**config.mk**
```make
export PLATFORM = sky130hd
export DESIGN_NAME = swc_ctrl
export DESIGN_NICKNAME = d
export VERILOG_FILES = /design/src/verilog/swc_pkg.sv /design/src/verilog/swc_ctrl.sv
export SDC_FILE = /design/constraint.sdc
export NUM_CORES = 1
export LEC_CHECK = 0
export ABC_AREA = 1
export BUFFER_PORTS_ARGS = -buffer_cell sky130_fd_sc_hd__buf_2
export CORE_MARGIN = 5
export CORE_UTILIZATION = 45
export CTS_BUF_LIST = sky130_fd_sc_hd__clkbuf_8 sky130_fd_sc_hd__clkbuf_16
export DETAILED_ROUTE_END_ITERATION = 7
export PLACE_DENSITY_LB_ADDON = 0.08
export SLEW_MARGIN = 20
export SYNTH_ARGS = -nofsm -noshare
export SYNTH_HDL_FRONTEND = slang
export SYNTH_SLANG_ARGS = --single-unit
```
**constraint.sdc**
```tcl
create_clock -name clk_i -period 2.4 [get_ports clk_i]
set_input_delay 0.36 -clock clk_i [delete_from_list [all_inputs] [get_ports clk_i]]
set_output_delay 0.36 -clock clk_i [all_outputs]
set_load 0.01 [all_outputs]
```
**src/verilog/swc_pkg.sv**
```systemverilog
// Package of constants and types for the stop mode wake controller.
package swc_pkg;
  // ----------------------------------------------------------------------
  // Register map (byte addresses)
  // ----------------------------------------------------------------------
  localparam logic [7:0] SWC_ADDR_CTRL = 8'h00;
  localparam logic [7:0] SWC_ADDR_STAT = 8'h04;
  localparam logic [7:0] SWC_ADDR_IFLG = 8'h08;
  localparam logic [7:0] SWC_ADDR_IMSK = 8'h0c;
  localparam logic [7:0] SWC_ADDR_WTMR = 8'h10;
  // ----------------------------------------------------------------------
  // Control register fields
  // ----------------------------------------------------------------------
  localparam int SWC_C_STOP = 0;
  localparam int SWC_C_RET = 1;
  localparam int SWC_C_REGON = 2;
  localparam int SWC_C_MOFF = 3;
  localparam int SWC_C_BUSWK = 4;
  localparam int SWC_C_TMREN = 5;
  localparam logic [31:0] SWC_CTRL_RST = 32'h0000_0004;
  localparam logic [31:0] SWC_CTRL_MASK = 32'h0000_003e;
  // ----------------------------------------------------------------------
  // Interrupt flag bits
  // ----------------------------------------------------------------------
  localparam int SWC_F_EXT = 0;
  localparam int SWC_F_WARN = 1;
  localparam int SWC_F_BUS = 2;
  localparam int SWC_F_TMR = 3;
  localparam int SWC_F_BITS = 4;
  localparam logic [31:0] SWC_WTMR_RST = 32'h0000_ffff;
  localparam int SWC_RET_LAST_WORD = 16'h00ff;
  localparam logic [31:0] SWC_UNMAPPED = 32'h0000_0000;

  typedef enum {SWC_RUN, SWC_STOP, SWC_PROBE, SWC_CHECK, SWC_WAKE}
    swc_state_t;

  // Wishbone request carried as one bundle.
  typedef struct packed {
    logic cyc;
    logic stb;
    logic we;
    logic [3:0] sel;
    logic [7:0] adr;
    logic [31:0] dat;
  } swc_wb_req_t;

  // Power and wake inputs from the analogue and bus front ends.
  typedef struct packed {
    logic ext_irq;
    logic below_warning;
    logic below_reset;
    logic below_por;
    logic bus_std_reset;
    logic bus_od_reset;
    logic bus_addressed;
    logic bus_not_addressed;
  } swc_pwr_in_t;
endpackage

```
**src/verilog/swc_ctrl.sv**
```systemverilog
// Stop mode entry, wake sources, wake timer and supply monitor control.
//
// Chosen here: the register addresses and register access over Wishbone.
`timescale 1ns/10ps
// Operation
// - In ordinary stop, hold CPU halted while keeping CPU state and memory.
// - Ordinary stop exits on external irq, warning, bus command, fail reset.
// - Software enters stop whenever it likes by writing the stop bit.
// - Retention with regulator off keeps only words 0000h to 00FFh.
// - Retention powers down CPU status and shared bus/cipher memory.
// - Leaving retention stop always goes through a full power-on reset.
// - Retention exits on ext irq, ext reset, warning, bus command, timer.
// - Wake timer ends stop after a software-chosen period.
// - Monitor always on when running; on in stop unless disabled.
// - Monitor-disable set in stop shuts off warning and fail detection.
// - A drop below the power-on level still gives power-on reset.
// - Monitor re-enabled before exit; warning flags, fail holds reset.
// - Bus wake: reset pulse powers controller; addressed wakes, else sleep.
// - Overdrive-speed reset pulses are ignored during stop.
module swc_ctrl (
  input wire logic clk_i,
  input wire logic rst_i,
  input wire swc_pkg::swc_wb_req_t wb_req_i,
  input wire swc_pkg::swc_pwr_in_t pwr_i,
  output logic [31:0] wb_dat_o,
  output logic wb_ack_o,
  output logic irq_o,
  output logic cpu_halt_o,
  output logic cpu_reset_o,
  output logic por_o,
  output logic monitor_en_o,
  output logic bus_ctrl_pwr_o,
  output logic retained_only_o,
  output logic shared_mem_pwr_o
);
  import swc_pkg::*;

  // ----------------------------------------------------------------------
  // State
  // ----------------------------------------------------------------------
  swc_state_t state_reg;
  logic [31:0] ctrl_reg;
  logic [31:0] wtmr_reg;
  logic [31:0] tcnt_reg;
  logic [SWC_F_BITS-1:0] iflg_reg;
  logic [SWC_F_BITS-1:0] imsk_reg;
  logic ret_reg;
  logic wake_ext_reg;

  wire wb_hit = wb_req_i.cyc & wb_req_i.stb & ~wb_ack_o;
  wire wb_wr = wb_hit & wb_req_i.we & wb_req_i.sel[0];
  wire in_stop = (state_reg == SWC_STOP) | (state_reg == SWC_PROBE) |
                 (state_reg == SWC_CHECK);
  wire ret_mode = ctrl_reg[SWC_C_RET] & ~ctrl_reg[SWC_C_REGON];
  // Monitor runs whenever awake, and in stop unless software turned it off.
  wire mon_live = ~in_stop | ~ctrl_reg[SWC_C_MOFF];
  wire warn_ev = mon_live & pwr_i.below_warning;
  wire fail_ev = mon_live & pwr_i.below_reset;
  wire tmr_ev = in_stop & ctrl_reg[SWC_C_TMREN] &
                (tcnt_reg == wtmr_reg);
  wire bus_ev = (state_reg == SWC_CHECK) & pwr_i.bus_addressed;
  // Wake events and the enabled ones; flags record every event, masked or not, as a sticky interrupt cause.
  wire [SWC_F_BITS-1:0] ev = {tmr_ev, bus_ev, warn_ev, pwr_i.ext_irq};
  wire wake_src = |(ev & (imsk_reg | 4'h4)) | fail_ev;

  // Byte write merge used by the control and wake period registers.
  function automatic logic [31:0] wmerge(input logic [31:0] old,
                                         input logic [31:0] d,
                                         input logic [3:0] s);
    logic [31:0] r;
    r = old;
    for (int i = 0; i < 4; i++) begin
      if (s[i]) begin
        r[i*8 +: 8] = d[i*8 +: 8];
      end
    end
    return r;
  endfunction

  // ----------------------------------------------------------------------
  // Bus slave: one wait-free ack per request, dropped the cycle after.
  // ----------------------------------------------------------------------
  always_ff @(posedge clk_i) begin
    if (rst_i) begin
      wb_ack_o <= 1'b0;
      wb_dat_o <= SWC_UNMAPPED;
    end else begin
      wb_ack_o <= wb_hit;
      case (wb_req_i.adr)
        SWC_ADDR_CTRL: wb_dat_o <= ctrl_reg;
        SWC_ADDR_STAT: wb_dat_o <= {28'h0, ret_reg, mon_live, in_stop,
                                    cpu_reset_o};
        SWC_ADDR_IFLG: wb_dat_o <= {28'h0, iflg_reg};
        SWC_ADDR_IMSK: wb_dat_o <= {28'h0, imsk_reg};
        SWC_ADDR_WTMR: wb_dat_o <= wtmr_reg;
        default: wb_dat_o <= SWC_UNMAPPED;
      endcase
    end
  end

  // Control register; the stop bit self-clears once stop is entered.
  always_ff @(posedge clk_i) begin
    if (rst_i) begin
      ctrl_reg <= SWC_CTRL_RST;
    end else if (wb_hit && wb_req_i.we &&
                 wb_req_i.adr == SWC_ADDR_CTRL) begin
      ctrl_reg <= wmerge(ctrl_reg, wb_req_i.dat, wb_req_i.sel);
    end else if (state_reg == SWC_STOP) begin
      ctrl_reg[SWC_C_STOP] <= 1'b0;
    end else if (por_o) begin
      ctrl_reg <= SWC_CTRL_RST; // Retention loses the control register; the mask and wake period registers stay.
    end
  end

  // Wake period and mask registers.
  always_ff @(posedge clk_i) begin
    if (rst_i) begin
      wtmr_reg <= SWC_WTMR_RST;
      imsk_reg <= '0;
    end else if (wb_hit && wb_req_i.we) begin
      if (wb_req_i.adr == SWC_ADDR_WTMR) begin
        wtmr_reg <= wmerge(wtmr_reg, wb_req_i.dat, wb_req_i.sel);
      end
      if (wb_req_i.adr == SWC_ADDR_IMSK && wb_req_i.sel[0]) begin
        imsk_reg <= wb_req_i.dat[SWC_F_BITS-1:0];
      end
    end
  end

  // Sticky flags: write one to clear, a new event in the same cycle wins.
  always_ff @(posedge clk_i) begin
    if (rst_i) begin
      iflg_reg <= '0;
    end else begin
      if (wb_wr && wb_req_i.adr == SWC_ADDR_IFLG) begin
        iflg_reg <= (iflg_reg & ~wb_req_i.dat[SWC_F_BITS-1:0]) | ev;
      end else begin
        iflg_reg <= iflg_reg | ev;
      end
    end
  end

  // Wake timer counts only in stop with the timer enabled.
  always_ff @(posedge clk_i) begin
    if (rst_i || !in_stop || !ctrl_reg[SWC_C_TMREN]) begin
      tcnt_reg <= '0;
    end else if (!tmr_ev) begin
      tcnt_reg <= tcnt_reg + 32'h1;
    end
  end

  // ----------------------------------------------------------------------
  // Stop sequencer
  // ----------------------------------------------------------------------
  always_ff @(posedge clk_i) begin
    if (rst_i) begin
      state_reg <= SWC_RUN;
      ret_reg <= 1'b0;
      wake_ext_reg <= 1'b0;
    end else begin
      wake_ext_reg <= 1'b0;
      case (state_reg)
        SWC_RUN: begin
          if (ctrl_reg[SWC_C_STOP]) begin
            state_reg <= SWC_STOP;
            ret_reg <= ret_mode;
          end else if (wake_ext_reg) begin
            // Held one cycle past wake so the retention reset still sees it.
            ret_reg <= 1'b0;
          end
        end
        SWC_STOP: begin
          if (wake_src) begin
            state_reg <= SWC_WAKE;
          end else if (ctrl_reg[SWC_C_BUSWK] && pwr_i.bus_std_reset) begin
            state_reg <= SWC_PROBE; // overdrive is not seen
          end
        end
        SWC_PROBE: begin
          state_reg <= wake_src ? SWC_WAKE : SWC_CHECK;
        end
        SWC_CHECK: begin
          if (wake_src) begin
            state_reg <= SWC_WAKE;
          end else if (pwr_i.bus_not_addressed) begin
            state_reg <= SWC_STOP;
          end
        end
        SWC_WAKE: begin
          // Monitor is live here, before the CPU is released.
          state_reg <= SWC_RUN;
          wake_ext_reg <= 1'b1;
        end
        default: state_reg <= SWC_RUN;
      endcase
    end
  end

  // ----------------------------------------------------------------------
  // Power outputs, all registered.
  // ----------------------------------------------------------------------
  always_ff @(posedge clk_i) begin
    if (rst_i) begin
      cpu_halt_o <= 1'b0;
      cpu_reset_o <= 1'b0;
      por_o <= 1'b0;
      monitor_en_o <= 1'b1;
      bus_ctrl_pwr_o <= 1'b1;
      retained_only_o <= 1'b0;
      shared_mem_pwr_o <= 1'b1;
      irq_o <= 1'b0;
    end else begin
      cpu_halt_o <= in_stop | (state_reg == SWC_WAKE);
      // Fail holds the CPU in reset; a POR drop acts even when unmonitored.
      cpu_reset_o <= fail_ev | pwr_i.below_por;
      por_o <= pwr_i.below_por | (wake_ext_reg & ret_reg);
      monitor_en_o <= mon_live | (state_reg == SWC_WAKE);
      bus_ctrl_pwr_o <= ~in_stop | (state_reg == SWC_PROBE) |
                        (state_reg == SWC_CHECK);
      retained_only_o <= in_stop & ret_reg;
      shared_mem_pwr_o <= ~(in_stop & ret_reg);
      irq_o <= |(iflg_reg & imsk_reg);
    end
  end

  // ----------------------------------------------------------------------
  // Checks
  // ----------------------------------------------------------------------
  AST_HALT: assert property (@(posedge clk_i) disable iff (rst_i)
    (state_reg == SWC_STOP) |=> cpu_halt_o)
    else $error("CPU not halted in stop.");
  AST_ENTER: assert property (@(posedge clk_i) disable iff (rst_i)
    (state_reg == SWC_RUN && ctrl_reg[SWC_C_STOP]) |=>
      state_reg == SWC_STOP)
    else $error("Stop not entered.");
  AST_RETMEM: assert property (@(posedge clk_i) disable iff (rst_i)
    (in_stop && ret_reg) |=> !shared_mem_pwr_o && retained_only_o)
    else $error("Shared memory powered in retention.");
  AST_RETPOR: assert property (@(posedge clk_i) disable iff (rst_i)
    (state_reg == SWC_WAKE && ret_reg) |=> ##1 por_o)
    else $error("No reset after retention exit.");
  AST_NOPOR: assert property (@(posedge clk_i) disable iff (rst_i)
    (state_reg == SWC_WAKE && !ret_reg && !pwr_i.below_por) |=>
      ##1 !por_o || $past(pwr_i.below_por))
    else $error("Reset on plain stop exit.");
  AST_WAKE: assert property (@(posedge clk_i) disable iff (rst_i)
    (state_reg == SWC_STOP && pwr_i.ext_irq && imsk_reg[SWC_F_EXT]) |=>
      state_reg == SWC_WAKE ##1 state_reg == SWC_RUN)
    else $error("External interrupt did not wake.");
  AST_MOFF: assert property (@(posedge clk_i) disable iff (rst_i)
    (state_reg == SWC_STOP && ctrl_reg[SWC_C_MOFF]) |=>
      !monitor_en_o && (!cpu_reset_o || $past(pwr_i.below_por)))
    else $error("Monitor live with disable set.");
  AST_POR: assert property (@(posedge clk_i) disable iff (rst_i)
    pwr_i.below_por |=> por_o && cpu_reset_o)
    else $error("Power-on reset missed.");
  AST_OD: assert property (@(posedge clk_i) disable iff (rst_i)
    (state_reg == SWC_STOP && !pwr_i.bus_std_reset && !wake_src) |=>
      state_reg == SWC_STOP)
    else $error("Stop left without cause.");
  AST_PROBE: assert property (@(posedge clk_i) disable iff (rst_i)
    (state_reg == SWC_CHECK && pwr_i.bus_not_addressed && !wake_src) |=>
      state_reg == SWC_STOP ##1 !bus_ctrl_pwr_o)
    else $error("Bus controller not powered down.");
  AST_ODIGN: assert property (@(posedge clk_i) disable iff (rst_i)
    (state_reg == SWC_STOP && pwr_i.bus_od_reset &&
     !pwr_i.bus_std_reset && !wake_src) |=> state_reg == SWC_STOP)
    else $error("Overdrive reset pulse acted in stop.");
  AST_TMR: assert property (@(posedge clk_i) disable iff (rst_i)
    (state_reg == SWC_STOP && tmr_ev && imsk_reg[SWC_F_TMR]) |=>
      state_reg == SWC_WAKE)
    else $error("Wake timer expiry did not wake.");
  AST_TMRCNT: assert property (@(posedge clk_i) disable iff (rst_i)
    (in_stop && ctrl_reg[SWC_C_TMREN] && !tmr_ev) |=>
      tcnt_reg == $past(tcnt_reg) + 32'h1)
    else $error("Wake timer did not advance.");
  AST_MONRUN: assert property (@(posedge clk_i) disable iff (rst_i)
    !in_stop |=> monitor_en_o)
    else $error("Monitor off while running.");
  AST_FAIL: assert property (@(posedge clk_i) disable iff (rst_i)
    (!in_stop && pwr_i.below_reset) |=> cpu_reset_o)
    else $error("Supply fail did not hold the CPU in reset.");
  AST_WARNFLG: assert property (@(posedge clk_i) disable iff (rst_i)
    (state_reg == SWC_WAKE && pwr_i.below_warning) |=>
      iflg_reg[SWC_F_WARN])
    else $error("Warning on wake not flagged.");
  AST_MONWAKE: assert property (@(posedge clk_i) disable iff (rst_i)
    (state_reg == SWC_WAKE) |=> monitor_en_o)
    else $error("Monitor not live before release.");
  AST_BUSPWR: assert property (@(posedge clk_i) disable iff (rst_i)
    (state_reg == SWC_PROBE) |=> bus_ctrl_pwr_o)
    else $error("Bus controller not powered for probe.");
  AST_BUSHIT: assert property (@(posedge clk_i) disable iff (rst_i)
    (state_reg == SWC_CHECK && pwr_i.bus_addressed) |=>
      state_reg == SWC_WAKE)
    else $error("Addressed device did not wake.");
  AST_PLAINMEM: assert property (@(posedge clk_i) disable iff (rst_i)
    (in_stop && !ret_reg) |=> shared_mem_pwr_o && !retained_only_o)
    else $error("Memory dropped in plain stop.");
  AST_RETSEL: assert property (@(posedge clk_i) disable iff (rst_i)
    (state_reg == SWC_RUN && ctrl_reg[SWC_C_STOP]) |=>
      ret_reg == $past(ctrl_reg[SWC_C_RET] && !ctrl_reg[SWC_C_REGON]))
    else $error("Retention choice not captured on entry.");
endmodule // swc_ctrl

```
==> reports/results.txt <==
The tools report the worst reg2reg path startpoint as state_reg[1]. STA puts the critical path data required time at 2770 ps. The H-tree was split into 4 levels. The run gives 6757 as the number of global-route vias before repair. The logs give 0 for the number of hold violations in the final report and 15700 µm for the detailed placement HPWL. The net count of the finished layout is 1184. The worst setup path is captured at a flop. Dividing the final minimum period by the clock period gives 88.3%. The cell area that synthesis handed to floorplanning was 0.00709 mm². For the initial antenna violation count, the log shows 0. Fill cells in the final layout number 1555. After layout, the minimum clock period comes to 2120 ps.

The slowest cell on the critical path was sky130_fd_sc_hd__dfxtp_1. For the final-report setup violation count, the log shows 0. Yosys printed 0 warnings. Most frequent cell after synthesis: sky130_fd_sc_hd__nand2_1.

The per-cell routed wire length was 15.6 µm. At the worst endpoint, the arrival time is 2490 ps. Setup repair after global routing left no endpoint under its margin.

Broken down by cell family, the worst path's largest delay share belongs to simple AND/OR/NAND/NOR gates. The slew at the pin with the worst max-slew slack is 507 ps. Total number of vias: 7121. For this block, the routed nets add up to 21100 µm of wire.

Headroom to the max-slew limit came out at 65.9%. The type of the tightest min-delay check is input port to flop. In this run the count of I/O pins placed on the die edge is 98. The largest single stage delay on the critical path is 430 ps. The highest layer touched by signal routing is met4.

The run gives 0.00848 mm² as the design area. The xor/xnor share of the synthesized area came out at 3.95%. The worst setup path is launched from a flop.

TritonCTS built the clock tree. Counting every instance in the synthesized netlist gives 1021. The run gives 0 ps as the setup TNS.

Met3 wire length: 1310 µm. Sorting the synthesized cells by area gives the leading types as sky130_fd_sc_hd__dfxtp_1 42%, sky130_fd_sc_hd__nand2_1 15%, sky130_fd_sc_hd__a21oi_1 6.8%. The most used flip-flop cell after synthesis is sky130_fd_sc_hd__dfxtp_1. Entering global routing, the biggest net connects 41 pins. Summing the areas of all compound-gate instances in the mapped netlist gives 13.1% of the synthesized area. Net switching is 23.4% of the power.

After clock tree synthesis, the clock-pin slew on the worst setup and hold paths is 70 ps. In this run, flip-flops and latches consume 46.3% of the power. After global routing the overflow that remains totals 0.

For this block, wires on met1 add up to 9780 µm. Clock buffer count from CTS: 17. For the die area, the log shows 0.0184 mm².

The share of the synthesized area in the top cell type came out at 42.3%. The repair_antennas step left the layout with diodes totalling 0. Once the floorplan was initialized, standard cells occupied 46.3% of the core. The number of nets produced by synthesis came out at 1079.

In this run the most critical hold path is launched from wb_req_i[12]. The largest area contributor in the synthesized netlist is sky130_fd_sc_hd__dfxtp_1. For this run, asynchronously set or reset flops after synthesis account for 0%. The cell that appears most often on the critical path is sky130_fd_sc_hd__nand2_1. The global-route wire length before repair was 34400 µm; the total number of placement rows was 45. In the synthesized netlist, the cells that appear most often are 279 x sky130_fd_sc_hd__nand2_1, 150 x sky130_fd_sc_hd__dfxtp_1, 98 x sky130_fd_sc_hd__inv_1. The clock network is responsible for 50.4% of the overall power.

The pre-antenna-repair detailed-routing pass consisted of 5 iterations. The placement-stage cell area was 0.00786 mm². The floorplan step set the die height to 136 µm. Internal power comes to 0.00415 W. Relative to the synthesized area, the layout overhead comes to 19.6%. Buffers placed on the I/O ports in this run total 96.

The buffer levels on the longest clock path came out at 2. The tree is rooted in a sky130_fd_sc_hd__clkbuf_16. The sink count of the clock tree is 150. The category of the critical setup timing path is flop to flop. The critical path contains buffers and inverters numbering 0 combined.

In this run the worst path has a maximum fanout of 7. The mean number of vias per cell works out to 5.27. The die is 136 µm wide.

Sequential elements use 42.3% of the synthesized area. The number of DRC violations after detailed routing is 0, and the simple-gate portion of the synthesized area is 32.4%. For the combinational power share, the log shows 3.3%.

The leakage power summed over all cells is 3.35 nW, and the weighted congestion reported at the end of routability-driven placement is 0.921. The number of enable-type register cells in the synthesized netlist is 0. The adder and majority gate portion of the synthesized area was 0.176%; the maximum resistive drop on vdd was 0.487 mV. In this run, distinct cell masters in the synthesized netlist total 40.

In this run the worst setup path begins at state_reg[1]. Summed over all nets, the switching power comes to 0.00127 W. For this run, the top clock speed supported by timing is 0.472 GHz. The run finished with clean final reports.

For this run, the total global-route usage over all layers was measured as 23.3%. For the violation count after the first detailed-route iteration, the log shows 556. The count of pins over their slew limit was 0; the fraction of final layout cells sized beyond drive strength 1 was 15.2%.

The portion of netlist area occupied by mux cells works out to 0%. The tool flagged a number of max-cap violations equal to 0. Total core area: 0.0153 mm². Routed wire length on met2: 9450 µm. In this run the remaining antenna-violating nets after routing total 0. The later pin in the worst-skew pair is clocked with a latency of 430 ps.

For the largest clock skew in the final design, the log shows 10.0 ps. Traced cell by cell, the critical path runs through nor2_2 -> nor2_1 -> nand2_1 -> nand2_1 -> nand2_1 -> a31oi_1 -> nand2_1 -> o21ai_0 -> a21oi_1 -> nor2_1. Each instance of the synthesized netlist takes up on average 6.95 µm². The areal power density over the cells came out at 638 mW/mm².

By area, the combinational part of the netlist is dominated by simple AND/OR/NAND/NOR gates. The number of synthesized register bits was 150.
kinds of logic after synthesis:
| group | Yosys count |
|---|---|
| simple gates | 529 |
| compound gates | 168 |
| flops | 150 |
| buf+inv | 141 |
| xor+xnor | 32 |
| fa+ha+maj | 1 |
repair_timing:
action / in CTS / in global routing
resized for setup: 0 / 0
hold buffers: 0 / 0
setup endpoints to repair: 0 / 7
buffers inserted: 0 / 1
final timing paths:
path                        to  slack (ps)  cells past startpoint
setup / recovery  state_reg[0]         280                     10
hold reg to reg       wb_ack_o         460                      1
setup reg to reg  state_reg[0]         280                     10
hold / removal    wtmr_reg[12]         160                      3
per-layer routing:
| metal | up-vias | GRT usage, % |
|---|---|---|
| met5 | - | 0 |
| met4 | 0 | 8.90 |
| met3 | 42 | 4.42 |
| met2 | 246 | 36.9 |
| met1 | 3235 | 31.6 |
| li1 | 3598 | - |
through the flow:
step	std cells	utilization (%)	total power, W	hold WS, ps	worst slack (ps)
2_1_floorplan	1021	-	0.00264	392	698
5_1_grt	1350	55.4	0.00558	167	65.3
4_1_cts	1349	55.2	0.00546	152	251
3_3_place_gp	1317	51.3	0.00274	442	217
3_5_place_dp	1317	51.3	0.00274	455	178
6_report	1350	55.4	0.00541	163	280
power by group through the flow:
stage | sequential [W] | combinational [W] | clock (W)
after floorplan | 0.00256 | 0.0000796 | 0
after global placement | 0.00256 | 0.000177 | 0
after detailed placement | 0.00256 | 0.000176 | 0
after CTS | 0.00251 | 0.000176 | 0.00277
after global routing | 0.00251 | 0.000195 | 0.00288
final | 0.00251 | 0.000177 | 0.00273
final cells by class:
| type | count | area [µm²] | share of cell area [%] |
|---|---|---|---|
| clock buffers | 18 | 439 | 5.18 |
| clock inverters | 14 | 164 | 1.93 |
| inverters | 105 | 394 | 4.65 |
| multi-input cells | 730 | 3530 | 41.6 |
| flip-flops and latches | 150 | 3000 | 35.4 |
| well taps | 211 | 264 | 3.11 |
| repair buffers | 122 | 688 | 8.12 |
cells in the final DEF (no fill, tap or decap), types with 3 or more instances in the layout:
cell	synthesis	final
sky130_fd_sc_hd__nand3_1	68	68
sky130_fd_sc_hd__nor2_2	2	3
sky130_fd_sc_hd__buf_2	7	96
sky130_fd_sc_hd__clkbuf_16	0	17
sky130_fd_sc_hd__nor3_2	3	3
sky130_fd_sc_hd__o21ai_0	34	33
sky130_fd_sc_hd__inv_6	0	4
sky130_fd_sc_hd__nor4_1	31	31
sky130_fd_sc_hd__inv_1	98	98
sky130_fd_sc_hd__nand2_1	279	279
sky130_fd_sc_hd__nand2_2	4	4
sky130_fd_sc_hd__nand4_1	21	21
sky130_fd_sc_hd__nor3_1	25	25
sky130_fd_sc_hd__a22oi_1	8	8
sky130_fd_sc_hd__clkinv_1	4	4
sky130_fd_sc_hd__xor2_1	22	22
sky130_fd_sc_hd__a21oi_1	96	96
sky130_fd_sc_hd__buf_4	0	25
sky130_fd_sc_hd__inv_2	3	3
sky130_fd_sc_hd__xnor2_1	10	10
sky130_fd_sc_hd__dfxtp_1	150	150
sky130_fd_sc_hd__o22ai_1	3	3
sky130_fd_sc_hd__o211ai_1	15	15
sky130_fd_sc_hd__clkinv_4	0	3
sky130_fd_sc_hd__nor2_1	88	87
sky130_fd_sc_hd__a31oi_1	4	4
worst min-delay path, delay by kind of cell:
family	cells	cell delay (ps)
simple gates	1	50
compound gates	1	60
buf+inv	1	90
Note: power is estimated with default switching activity, not from simulation.
